**src/design/rcs_pkg.sv**
```systemverilog
// Overview of operation
// - eight recovered clocks: four out, four internal
// - recover timing from 10/100/1000M and 2.5G streams
// - per-output divider: 1,2,4,5,8,16 or 25
// - outputs 0 and 1 overlay gpio pins
// - two copper resources pick copper port 0-3
// - source eleven selects the pll clock
// - pll clock routable to differential output
// - auto squelch recovered clock on signal loss
// - squelched clock stops on loss or unlock
// - squelched clock rests at either level
package rcs_pkg;
    localparam int NUM_CH = 8;
    localparam int NUM_EXT = 4;
    localparam int NUM_LANE = 9;
    localparam int NUM_CU = 4;
    localparam int NUM_GIG = 6;
    localparam int NUM_SIX = 3;
    localparam int NUM_SRC = 16;
    localparam int NUM_SYNC = 24;

    localparam logic [3:0] SRC_LANE_BASE = 4'h2;
    localparam logic [3:0] SRC_SIX_BASE = 4'h6;
    localparam logic [3:0] SRC_PLL = 4'hb;

    localparam logic [7:0] ADDR_OUT_CFG = 8'h00;
    localparam logic [7:0] ADDR_PLL_EXTRA = 8'h20;
    localparam logic [7:0] ADDR_PLL_OUT_CFG = 8'h40;
    localparam logic [7:0] ADDR_CU_RES0 = 8'h44;
    localparam logic [7:0] ADDR_CU_RES1 = 8'h48;
    localparam logic [7:0] ADDR_GIG_CFG = 8'h4c;
    localparam logic [7:0] ADDR_SIX_CFG = 8'h50;
    localparam logic [7:0] ADDR_GPIO_ALT = 8'h54;
    localparam logic [7:0] ADDR_STATUS = 8'h58;
    localparam logic [2:0] BANK_OUT_CFG = 3'h0;
    localparam logic [2:0] BANK_PLL_EXTRA = 3'h1;

    localparam int OUT_EN_BIT = 0;
    localparam int OUT_DIV_LSB = 1;
    localparam int OUT_SRC_LSB = 4;
    localparam int CU_EN_BIT = 0;
    localparam int CU_PORT_LSB = 1;
    localparam int CU_FREQ_BIT = 3;
    localparam int CU_PHY_BIT = 4;
    localparam int HS_EN_BIT = 0;
    localparam int HS_FSEL_LSB = 1;

    localparam logic [7:0] OUT_CFG_RST = 8'h00;
    localparam logic [4:0] CU_CFG_RST = 5'h00;
    localparam logic [2:0] HS_CFG_RST = 3'h0;
    localparam logic [31:0] RDATA_RST = 32'h0000_0000;
    localparam logic [5:0] GIG_SQ_RST = 6'h00;
    localparam logic [2:0] SIX_SQ_RST = 3'h0;
    localparam logic [1:0] GPIO_ALT_RST = 2'h0;
    localparam logic PLL_SQ_RST = 1'b0;

    // last edge count per divider code: ratio 1,2,4,5,8,16,25,1
    localparam logic [5:0] DIV_LAST [8] = '{6'h00, 6'h01, 6'h03, 6'h04,
                                            6'h07, 6'h0f, 6'h18, 6'h00};
endpackage

```
**src/design/rcs_clk_div.sv**
```systemverilog
module rcs_clk_div (
    input wire logic core_clk,
    input wire logic rst_n,
    input wire logic edge_evt,
    input wire logic run,
    input wire logic [2:0] div_code,
    output logic clk_out
);
    logic [5:0] cnt_r;
    logic [5:0] cnt_nxt;
    logic out_r;
    logic out_nxt;

    // toggle after n source edges: period is n source periods
    always_comb
    begin
        cnt_nxt = cnt_r;
        out_nxt = out_r;
        if (!run)
        begin
            cnt_nxt = 6'h00;
        end
        else if (edge_evt)
        begin
            if (cnt_r >= rcs_pkg::DIV_LAST[div_code])
            begin
                cnt_nxt = 6'h00;
                out_nxt = ~out_r;
            end
            else
            begin
                cnt_nxt = cnt_r + 6'h01;
            end
        end
    end

    always_ff @(posedge core_clk)
    begin
        if (!rst_n)
        begin
            cnt_r <= 6'h00;
            out_r <= 1'b0;
        end
        else
        begin
            cnt_r <= cnt_nxt;
            out_r <= out_nxt;
        end
    end

    assign clk_out = out_r;
endmodule

```
**src/design/rcs_selector.sv**
```systemverilog
module rcs_selector (
    input wire logic core_clk,
    input wire logic rst_n,
    input wire logic [7:0] reg_addr,
    input wire logic [31:0] reg_wdata,
    input wire logic reg_wr,
    input wire logic reg_rd,
    output logic [31:0] reg_rdata,
    input wire logic [8:0] lane_rx_clk,
    input wire logic [8:0] lane_los,
    input wire logic [3:0] copper_phy_port_clk,
    input wire logic pll_clk,
    input wire logic pll_locked,
    input wire logic [1:0] gpio_data,
    output logic [3:0] rclk_ext_out,
    output logic [3:0] rclk_int_out,
    output logic recovered_clock_pin_0,
    output logic recovered_clock_pin_1,
    output logic hs_clk_p,
    output logic hs_clk_n
);
    // =========================================
    // register state
    // =========================================
    logic [7:0] out_cfg_r [rcs_pkg::NUM_CH];
    logic [7:0] out_cfg_nxt [rcs_pkg::NUM_CH];
    logic pll_sq_r [rcs_pkg::NUM_CH];
    logic pll_sq_nxt [rcs_pkg::NUM_CH];
    logic [4:0] cu_cfg_r [2];
    logic [4:0] cu_cfg_nxt [2];
    logic [2:0] hs_cfg_r;
    logic [2:0] hs_cfg_nxt;
    logic [5:0] gig_sq_r;
    logic [5:0] gig_sq_nxt;
    logic [2:0] six_sq_r;
    logic [2:0] six_sq_nxt;
    logic [1:0] gpio_alt_r;
    logic [1:0] gpio_alt_nxt;
    logic [31:0] rdata_r;
    logic [31:0] rdata_nxt;

    // =========================================
    // pin synchronisers and edge tracking
    // =========================================
    logic [rcs_pkg::NUM_SYNC-1:0] sync1_r;
    logic [rcs_pkg::NUM_SYNC-1:0] sync2_r;
    logic [rcs_pkg::NUM_SRC-1:0] lvl_prev_r;
    logic [rcs_pkg::NUM_SRC-1:0] src_lvl;
    logic [rcs_pkg::NUM_SRC-1:0] src_edge;
    logic [rcs_pkg::NUM_SRC-1:0] src_los;
    logic [rcs_pkg::NUM_SRC-1:0] src_sq_en;
    logic [8:0] lane_lvl;
    logic [8:0] los_s;
    logic [3:0] cu_lvl;
    logic pll_lvl;
    logic lock_s;
    logic [1:0] res_lvl;

    // sources above about 12 mhz are not tracked
    always_ff @(posedge core_clk)
    begin
        if (!rst_n)
        begin
            sync1_r <= '0;
            sync2_r <= '0;
            lvl_prev_r <= '0;
        end
        else
        begin
            sync1_r <= {pll_locked, pll_clk, copper_phy_port_clk, lane_los, lane_rx_clk};
            sync2_r <= sync1_r;
            lvl_prev_r <= src_lvl;
        end
    end

    assign lane_lvl = sync2_r[8:0];
    assign los_s = sync2_r[17:9];
    assign cu_lvl = sync2_r[21:18];
    assign pll_lvl = sync2_r[22];
    assign lock_s = sync2_r[23];

    // copper resources pick one of four copper ports
    always_comb
    begin
        for (int r = 0; r < 2; r++)
        begin
            res_lvl[r] = cu_lvl[cu_cfg_r[r][rcs_pkg::CU_PORT_LSB +: 2]]
                & cu_cfg_r[r][rcs_pkg::CU_EN_BIT] & cu_cfg_r[r][rcs_pkg::CU_PHY_BIT];
        end
    end

    // source map: 0-1 copper, 2-10 lanes, 11 pll
    always_comb
    begin
        src_lvl = '0;
        src_lvl[1:0] = res_lvl;
        src_lvl[10:2] = lane_lvl;
        src_lvl[rcs_pkg::SRC_PLL] = pll_lvl;
        src_los = '0;
        src_los[8:0] = los_s;
        src_sq_en = '0;
        src_sq_en[5:0] = gig_sq_r;
        src_sq_en[8:6] = six_sq_r;
    end

    // both edges count, so odd ratios work
    // a source switch gives no stray edge: each source's level is tracked on its own
    assign src_edge = src_lvl ^ lvl_prev_r;

    // =========================================
    // per-channel select, squelch, divide
    // =========================================
    logic [rcs_pkg::NUM_CH-1:0] ch_clk;
    logic [rcs_pkg::NUM_CH-1:0] ch_sq;

    genvar g;
    generate
        for (g = 0; g < rcs_pkg::NUM_CH; g++)
        begin : g_ch
            logic [3:0] src;
            logic ena;
            assign src = out_cfg_r[g][rcs_pkg::OUT_SRC_LSB +: 4];
            assign ena = out_cfg_r[g][rcs_pkg::OUT_EN_BIT];
            // loss of signal or pll unlock freezes the divider level
            assign ch_sq[g] = (src_los[src] & src_sq_en[src])
                | ((src == rcs_pkg::SRC_PLL) & pll_sq_r[g] & ~lock_s);
            rcs_clk_div u_div (
                .core_clk(core_clk),
                .rst_n(rst_n),
                .edge_evt(src_edge[src]),
                .run(ena & ~ch_sq[g]),
                .div_code(out_cfg_r[g][rcs_pkg::OUT_DIV_LSB +: 3]),
                .clk_out(ch_clk[g])
            );
        end
    endgenerate

    // =========================================
    // output pins
    // =========================================
    logic [1:0] pin_r;
    logic [1:0] pin_nxt;
    logic hs_p_r;
    logic hs_p_nxt;
    logic hs_n_r;
    logic hs_n_nxt;

    always_comb
    begin
        for (int p = 0; p < 2; p++)
        begin
            pin_nxt[p] = gpio_alt_r[p] ? ch_clk[p] : gpio_data[p];
        end
        hs_p_nxt = hs_cfg_r[rcs_pkg::HS_EN_BIT] & pll_lvl;
        hs_n_nxt = hs_cfg_r[rcs_pkg::HS_EN_BIT] & ~pll_lvl;
    end

    always_ff @(posedge core_clk)
    begin
        if (!rst_n)
        begin
            pin_r <= 2'h0;
            hs_p_r <= 1'b0;
            hs_n_r <= 1'b0;
        end
        else
        begin
            pin_r <= pin_nxt;
            hs_p_r <= hs_p_nxt;
            hs_n_r <= hs_n_nxt;
        end
    end

    // ch_clk comes from divider flops
    assign rclk_ext_out = ch_clk[rcs_pkg::NUM_EXT-1:0];
    assign rclk_int_out = ch_clk[rcs_pkg::NUM_CH-1:rcs_pkg::NUM_EXT];
    assign recovered_clock_pin_0 = pin_r[0];
    assign recovered_clock_pin_1 = pin_r[1];
    assign hs_clk_p = hs_p_r;
    assign hs_clk_n = hs_n_r;

    // =========================================
    // register port
    // =========================================
    logic [2:0] bank;
    logic [2:0] idx;
    logic [17:0] status_word;
    assign bank = reg_addr[7:5];
    assign idx = reg_addr[4:2];
    // status: [8:0] loss, [9] lock, [17:10] squelched
    assign status_word = {ch_sq, lock_s, los_s};

    always_comb
    begin
        out_cfg_nxt = out_cfg_r;
        pll_sq_nxt = pll_sq_r;
        cu_cfg_nxt = cu_cfg_r;
        hs_cfg_nxt = hs_cfg_r;
        gig_sq_nxt = gig_sq_r;
        six_sq_nxt = six_sq_r;
        gpio_alt_nxt = gpio_alt_r;
        if (reg_wr)
        begin
            if (bank == rcs_pkg::BANK_OUT_CFG)
            begin
                out_cfg_nxt[idx] = reg_wdata[7:0];
            end
            else if (bank == rcs_pkg::BANK_PLL_EXTRA)
            begin
                pll_sq_nxt[idx] = reg_wdata[0];
            end
            else
            begin
                case (reg_addr)
                    rcs_pkg::ADDR_PLL_OUT_CFG: hs_cfg_nxt = reg_wdata[2:0];
                    rcs_pkg::ADDR_CU_RES0: cu_cfg_nxt[0] = reg_wdata[4:0];
                    rcs_pkg::ADDR_CU_RES1: cu_cfg_nxt[1] = reg_wdata[4:0];
                    rcs_pkg::ADDR_GIG_CFG: gig_sq_nxt = reg_wdata[5:0];
                    rcs_pkg::ADDR_SIX_CFG: six_sq_nxt = reg_wdata[2:0];
                    rcs_pkg::ADDR_GPIO_ALT: gpio_alt_nxt = reg_wdata[1:0];
                    default: gpio_alt_nxt = gpio_alt_r;
                endcase
            end
        end
    end

    always_comb
    begin
        rdata_nxt = 32'h0000_0000;
        if (reg_rd)
        begin
            if (bank == rcs_pkg::BANK_OUT_CFG)
            begin
                rdata_nxt[7:0] = out_cfg_r[idx];
            end
            else if (bank == rcs_pkg::BANK_PLL_EXTRA)
            begin
                rdata_nxt[0] = pll_sq_r[idx];
            end
            else
            begin
                case (reg_addr)
                    rcs_pkg::ADDR_PLL_OUT_CFG: rdata_nxt[2:0] = hs_cfg_r;
                    rcs_pkg::ADDR_CU_RES0: rdata_nxt[4:0] = cu_cfg_r[0];
                    rcs_pkg::ADDR_CU_RES1: rdata_nxt[4:0] = cu_cfg_r[1];
                    rcs_pkg::ADDR_GIG_CFG: rdata_nxt[5:0] = gig_sq_r;
                    rcs_pkg::ADDR_SIX_CFG: rdata_nxt[2:0] = six_sq_r;
                    rcs_pkg::ADDR_GPIO_ALT: rdata_nxt[1:0] = gpio_alt_r;
                    rcs_pkg::ADDR_STATUS: rdata_nxt[17:0] = status_word;
                    default: rdata_nxt = 32'h0000_0000;
                endcase
            end
        end
    end

    always_ff @(posedge core_clk)
    begin
        if (!rst_n)
        begin
            for (int i = 0; i < rcs_pkg::NUM_CH; i++)
            begin
                out_cfg_r[i] <= rcs_pkg::OUT_CFG_RST;
                pll_sq_r[i] <= rcs_pkg::PLL_SQ_RST;
            end
            cu_cfg_r[0] <= rcs_pkg::CU_CFG_RST;
            cu_cfg_r[1] <= rcs_pkg::CU_CFG_RST;
            hs_cfg_r <= rcs_pkg::HS_CFG_RST;
            gig_sq_r <= rcs_pkg::GIG_SQ_RST;
            six_sq_r <= rcs_pkg::SIX_SQ_RST;
            gpio_alt_r <= rcs_pkg::GPIO_ALT_RST;
        end
        else
        begin
            out_cfg_r <= out_cfg_nxt;
            pll_sq_r <= pll_sq_nxt;
            cu_cfg_r <= cu_cfg_nxt;
            hs_cfg_r <= hs_cfg_nxt;
            gig_sq_r <= gig_sq_nxt;
            six_sq_r <= six_sq_nxt;
            gpio_alt_r <= gpio_alt_nxt;
        end
    end

    // =========================================
    // read data register
    // =========================================
    // answer stands one cycle, zero otherwise
    always_ff @(posedge core_clk)
    begin
        if (!rst_n)
        begin
            rdata_r <= rcs_pkg::RDATA_RST;
        end
        else
        begin
            rdata_r <= rdata_nxt;
        end
    end

    assign reg_rdata = rdata_r;
endmodule

```
**config.mk**
```make
export PLATFORM = sky130hd
export DESIGN_NAME = rcs_selector
export DESIGN_NICKNAME = d
export VERILOG_FILES = /design/src/design/rcs_pkg.sv /design/src/design/rcs_clk_div.sv /design/src/design/rcs_selector.sv
export SDC_FILE = /design/constraint.sdc
export NUM_CORES = 1
export LEC_CHECK = 0
export ABC_CLOCK_PERIOD_IN_PS = 4100
export BUFFER_PORTS_ARGS = -buffer_cell sky130_fd_sc_hd__buf_2
export CORE_MARGIN = 3
export CORE_UTILIZATION = 40
export CTS_BUF_LIST = sky130_fd_sc_hd__clkbuf_16
export CTS_CLUSTER_SIZE = 16
export DETAILED_ROUTE_END_ITERATION = 12
export MAX_ROUTING_LAYER = met4
export SYNTH_ARGS = -nofsm -noshare
export SYNTH_HDL_FRONTEND = slang
export SYNTH_HIERARCHICAL = 1
export SYNTH_SLANG_ARGS = --single-unit
```
**constraint.sdc**
```tcl
create_clock -name core_clk -period 4.1 [get_ports core_clk]
set_input_delay 0.41 -clock core_clk [delete_from_list [all_inputs] [get_ports core_clk]]
set_output_delay 0.41 -clock core_clk [all_outputs]
set_load 0.02 [all_outputs]
```
==> flow_metrics.tcl, run 1 <==
set metrics [dict create \
    r2r_cells 8 \
    r2r-end "g_ch[3].u_div/clk_out" \
    rsz0062_at_grt "false" \
    grt_use_total_pct 20.4 \
    crit_type "reg -> reg" \
    die_h_um 189 \
    dieArea_um2 35900 \
    critPathMaxStageDelay_ns 0.86 \
    final_antenna_net_count 0 \
    ys_ff_latch 234 \
    cts_setup_buffers 0 \
    fin_ws_ns 1.25 \
    tns_ns 0 \
    worstPathMaxFanout 8 \
    hold_buffers 0 \
    yosysTopAreaCell "dfxtp_1" \
    clk_pin_slew_worst_paths_ns 0.06 \
    fin_skew_ns 0.0281 \
    drt_iter0_drc 841 \
    combPwrFrac_pct 5.3 \
    drtPass1Iterations 5 \
    status "finished, final reports clean" \
    setup_viol 0 \
    cp.required_ns 4.58 \
    p_sw_share_pct 23.9 \
    min_path_cells 2 \
    placed_area_um2 14000 \
    netlist_top_cells_area "dfxtp_1 35%, mux2i_1 10%, ha_1 6.0%" \
    total_power_mw 4.92 \
    end_kind "flip-flop" \
    antenna_found_initial 2 \
    rrSetupSlack_ns 1.25 \
    synth.area.mux_share_pct 18.7 \
    hold_class "in -> reg" \
    min_period_ns 2.85 \
    synth_area_per_cell_um2 9.18 \
    leakagePower_nw 5.23 \
    drive_gt1_share_pct 14.6 \
    yosys_warnings 6 \
    place_ws_ns 1.36 \
    routed_wl_mm 36.0 \
    clock_path_buffers 3 \
    maxCapViolations 0 \
    route.detailed.drc 0 \
    grt_overflow 0 \
    cts_tree "built" \
    ys_seq_area_share_pct 34.8 \
    drv_slew 0 \
    netlist_area_um2 13500 \
    period_share_pct 69.6 \
    whs_endpoint "sync1_r[23]" \
    synth_xor_area_share_pct 3.39 \
    port-buffer-count 75 \
    relSlewSlack_pct 14.9 \
    cts_resized 0 \
    tightest_slew_ns 1.27 \
    syn2layout_area_growth_pct 10.4 \
    rows 66 \
    clock.fmax_mhz 351 \
    cts_root_buf "clkbuf_16" \
    clkLatencyLatePin_ns 0.55 \
    synth-compound-area-share_pct 10.9 \
    reg2reg_from "sync2_r[1]" \
    die_w_um 189 \
    finalNetCount 1619 \
    irDropWorstVdd_mv 0.269 \
    p_sw_mw 1.17 \
    dp_hpwl_mm 25.2 \
    grt_start_max_net_pins 80 \
    synth_fa_ha_area_share_pct 5.95 \
    gp_congestion 0.914 \
    final_cell_mix "234 x dfxtp_1, 157 x nor2_1, 136 x mux2i_1, 122 x nand2_1, 77 x and2_1" \
    synthArstFlopShare_pct 0 \
    drt-vias-per-instance 5.58 \
    initial_core_util_pct 40.9 \
    htreeDepth 1 \
    cp-start-kind "flip-flop" \
    via_count 10900 \
    synth_edf_count 0 \
    mostFrequentLayoutCell "dfxtp_1" \
    sequentialPowerShare_pct 47.4 \
    grt_pass1_vias 10200 \
    syn_inst 1466 \
    crit_chain "xor2_1 -> a22oi_1 -> a41oi_1 -> buf_4 -> and2_1 -> nand4_1 -> o21ai_1 -> mux2i_1" \
    synth_ff_type "dfxtp_1" \
    synth-simple-area-share_pct 20.9 \
    startpoint "sync2_r[1]" \
    synth_top_family_by_area "simple AND/OR/NAND/NOR gates" \
    p_int_mw 3.75 \
    synth_cell_types 62 \
    numCtsBuffers 26 \
    grt_pass1_wl_mm 57.4 \
    min_from "pll_locked" \
    synth_top_area_share_pct 34.8 \
    hold_slack_ns 0.0807 \
    clockPowerShare_pct 47.3 \
    hold_violations 0 \
    design.core.area_um2 32900 \
    cp.arrival_ns 3.33 \
    power.density_nw_per_um2 332 \
    crit_slowest_cell "xor2_1" \
    cts.sinks 234 \
    wire_per_inst_um 18.5 \
    fin_area_um2 14800 \
    io_pins 114 \
]
## flip-flops by register name (all words and copies together) (netlist names), 10 cells and up
register and flops:
reg_rdata 18, cu_cfg_r 10, lvl_prev_r 12, sync1_r 24, g_ch.u_div/cnt_r 48, sync2_r 24, g_ch.src 32, out_cfg_r 24
## cell usage after synthesis (all sizes together) (2+ instances only)
master   instances
dfxtp          234
nor2           160
mux2i          136
nand2          122
and2            80
a21oi           71
ha              64
buf             63
o21ai           62
clkbuf          53
nand3           49
mux4            43
nand4           41
nor2b           35
inv             31
xor2            27
nand2b          25
xnor2           25
a22oi           22
mux2            13
and4            11
a31oi           10
and3            10
a32oi            9
nand3b           9
a211o            8
o2111ai          8
a221oi           6
a41oi            6
o211ai           6
nor3             4
nand4b           3
o22ai            3
a2111oi          2
a211oi           2
a21boi           2
nor4b            2
## power by group through the flow
stage	Combinational [mW]	Clock, mW	Sequential, mW
finish	0.263	2.33	2.33
global route	0.284	2.47	2.33
CTS	0.261	2.39	2.33
detailed placement	0.261	0	2.38
global placement	0.258	0	2.38
floorplan	0.194	0	2.36
## cell families after synthesis
logic type	Yosys count
adders and majority gates	64
and+or+nand+nor	556
buffers and inverters	147
muxes	192
other	1
AOI/OAI and AO/OA	220
xor gates and xnor gates	52
DFF	234
## layer usage
layer  track usage [%]  routed length, µm
met5                 -                  0
met4              6.08               1160
met3              3.30               2620
met2              31.2              16000
met1              27.9              16200
## stage by stage
stage / util (%) / cells
2_1_floorplan: - / 1479
3_3_place_gp: 42.6 / 1899
4_1_cts: 45.2 / 1947
5_1_grt: 45.2 / 1948
6_report: 45.2 / 1948
3_5_place_dp: 42.6 / 1899
## worst max-delay path, delay by kind of cell, from the launching register on
family	cells	cell delay, ns
flops	1	0.34
buf+inv	1	0.25
xor+xnor	1	0.86
simple gates	2	0.26
compound gates	3	0.89
mux	1	0.21
## how the worst max path moves through the flow
stage / endpoint / slack (ns) / cells past startpoint
2_1_floorplan: g_ch[6].u_div/clk_out / 1.86 / 10
3_3_place_gp: g_ch[3].u_div/clk_out / 1.41 / 11
3_5_place_dp: g_ch[3].u_div/clk_out / 1.36 / 11
4_1_cts: g_ch[3].u_div/clk_out / 1.35 / 11
5_1_grt: g_ch[3].u_div/clk_out / 1.16 / 11
6_report: g_ch[3].u_div/clk_out / 1.25 / 8
## area by class of cell
type	count	area, µm²
fillers	3218	18000
multi-input cells	1098	8110
flip-flops and latches	234	4680
clock buffers	26	651
well taps	442	553
repair buffers	94	520
clock inverters	22	209
inverters	31	116
diodes	1	2.50
Note: power is estimated with default switching activity, not from simulation.
==> run 2, diff against run 1 <==
ABC_CLOCK_PERIOD_IN_PS = 2600   (was 4100)
clock period = 2.6 ns   (was 4.1 ns; I/O delays follow)
==> flow_metrics.tcl, run 2 (synthesis gave the netlist of run 1 again) <==
set metrics [dict create \
    leakagePower_nw 5.70 \
    setup_viol 0 \
    min_period_ns 2.54 \
    relSlewSlack_pct 52.9 \
    syn2layout_area_growth_pct 16.5 \
    endpoint "g_ch[3].u_div/clk_out" \
    drt_iter0_drc 901 \
    clk_pin_slew_worst_paths_ns 0.06 \
    clock.fmax_mhz 394 \
    reg2reg_from "cu_cfg_r[6]" \
    port-buffer-count 75 \
    placed_area_um2 14400 \
    worstPathMaxFanout 4 \
    grt_pass1_wl_mm 58.9 \
    finalNetCount 1707 \
    gp_congestion 0.933 \
    fin_area_um2 15700 \
    via_count 11300 \
    hold_class "in -> reg" \
    cts_tree "built" \
    startpoint "cu_cfg_r[6]" \
    cp-start-kind "flip-flop" \
    r2r_cells 11 \
    r2r-end "g_ch[3].u_div/clk_out" \
    cts_root_buf "clkbuf_16" \
    period_share_pct 97.5 \
    dp_hpwl_mm 26.3 \
    largest_reg_flops 48 \
    grt_use_total_pct 21.0 \
    dieArea_um2 35900 \
    drtPass1Iterations 5 \
    routed_wl_mm 37.5 \
    drv_slew 0 \
    drive_gt1_share_pct 18.8 \
    numCtsBuffers 27 \
    end_kind "flip-flop" \
    rows 66 \
    cp.arrival_ns 3.01 \
    fin_skew_ns 0.0215 \
    regMostFlops "g_ch.u_div/cnt_r" \
    cts.sinks 234 \
    crit_type "reg -> reg" \
    hold_slack_ns 0.112 \
    io_pins 114 \
    die_w_um 189 \
    final_core_utilization_pct 47.7 \
    rrSetupSlack_ns 0.06 \
    cp.required_ns 3.07 \
    irDropWorstVdd_mv 0.444 \
    maxCapViolations 0 \
    antenna_cells 0 \
    die_h_um 189 \
    antenna_found_initial 1 \
    grt_overflow 0 \
    power.density_nw_per_um2 484 \
    design.core.area_um2 32900 \
    grt_start_max_net_pins 62 \
    clkLatencyLatePin_ns 0.55 \
    route.detailed.drc 0 \
    mostFrequentLayoutCell "dfxtp_1" \
    status "finished, final reports clean" \
    drt-vias-per-instance 5.55 \
    final_antenna_net_count 0 \
    final_cell_mix "229 x dfxtp_1, 157 x nor2_1, 136 x mux2i_1, 121 x nand2_1, 77 x buf_4" \
    initial_core_util_pct 40.9 \
    tightest_slew_ns 0.706 \
    wire_per_inst_um 18.5 \
    htreeDepth 1 \
    clock_path_buffers 3 \
    grt_pass1_vias 10800 \
    hold_violations 0 \
]
## run 2: area by class of cell
class	instances	area [µm²]
clock inverters	22	119
flip-flops and latches	234	4690
clock buffers	27	676
repair buffers	181	1270
well taps	442	553
multi-input cells	1098	8240
inverters	31	116
fillers	3211	17200
## run 2: through the flow
step	setup slack [ns]	setup TNS (ns)	total power, mW	cells
floorplan	0.362	0	4.04	1479
global placement	-0.208	-2.33	4.19	1946
detailed placement	-0.273	-4.88	4.19	1946
CTS	0.00441	0	7.67	2023
global route	-0.00302	-0.00302	7.86	2035
finish	0.0637	0	7.58	2035
## run 2: per-layer routing
metal | up-vias | global-route usage (%) | share of wire (%)
met2 | 419 | 33.0 | 45
met5 | - | - | 0
met1 | 5400 | 28.0 | 45
li1 | 5399 | - | -
met4 | 0 | 6.51 | 3.0
met3 | 74 | 3.22 | 7.0
## run 2: where the power goes
group / switching, mW / internal [mW]
Sequential: 0.0443 / 3.63
Combinational: 0.285 / 0.201
Clock: 1.53 / 1.89
Total: 1.86 / 5.72
## run 2: what timing repair did
item | CTS | global route
setup buffers | 2 | 12
gates resized for setup | 5 | 21
endpoints found under the setup margin | 51 | 54
hold buffers | 26 | 0
pin swaps | 0 | 5
endpoints found under the hold margin | 26 | 0
## run 2: worst min path at each step
stage | from | to | depth (start not counted)
after floorplan | lane_rx_clk[0] | sync1_r[0] | 1
after global placement | sync1_r[5] | sync2_r[5] | 1
after detailed placement | sync1_r[20] | sync2_r[20] | 1
after CTS | reg_rd | reg_rdata[8] | 3
after global routing | reg_rd | reg_rdata[14] | 2
final | reg_wdata[3] | cu_cfg_r[8] | 3
## run 2: critical path, cell delays in order (launching register included)
cell,delay [ns]
dfxtp_2,0.34
mux4_2,0.54
nand3_4,0.11
xnor2_4,0.18
buf_6,0.15
nand2_2,0.04
a41oi_2,0.32
buf_6,0.16
and2_4,0.13
nand4_1,0.10
o21ai_2,0.20
mux2i_1,0.19
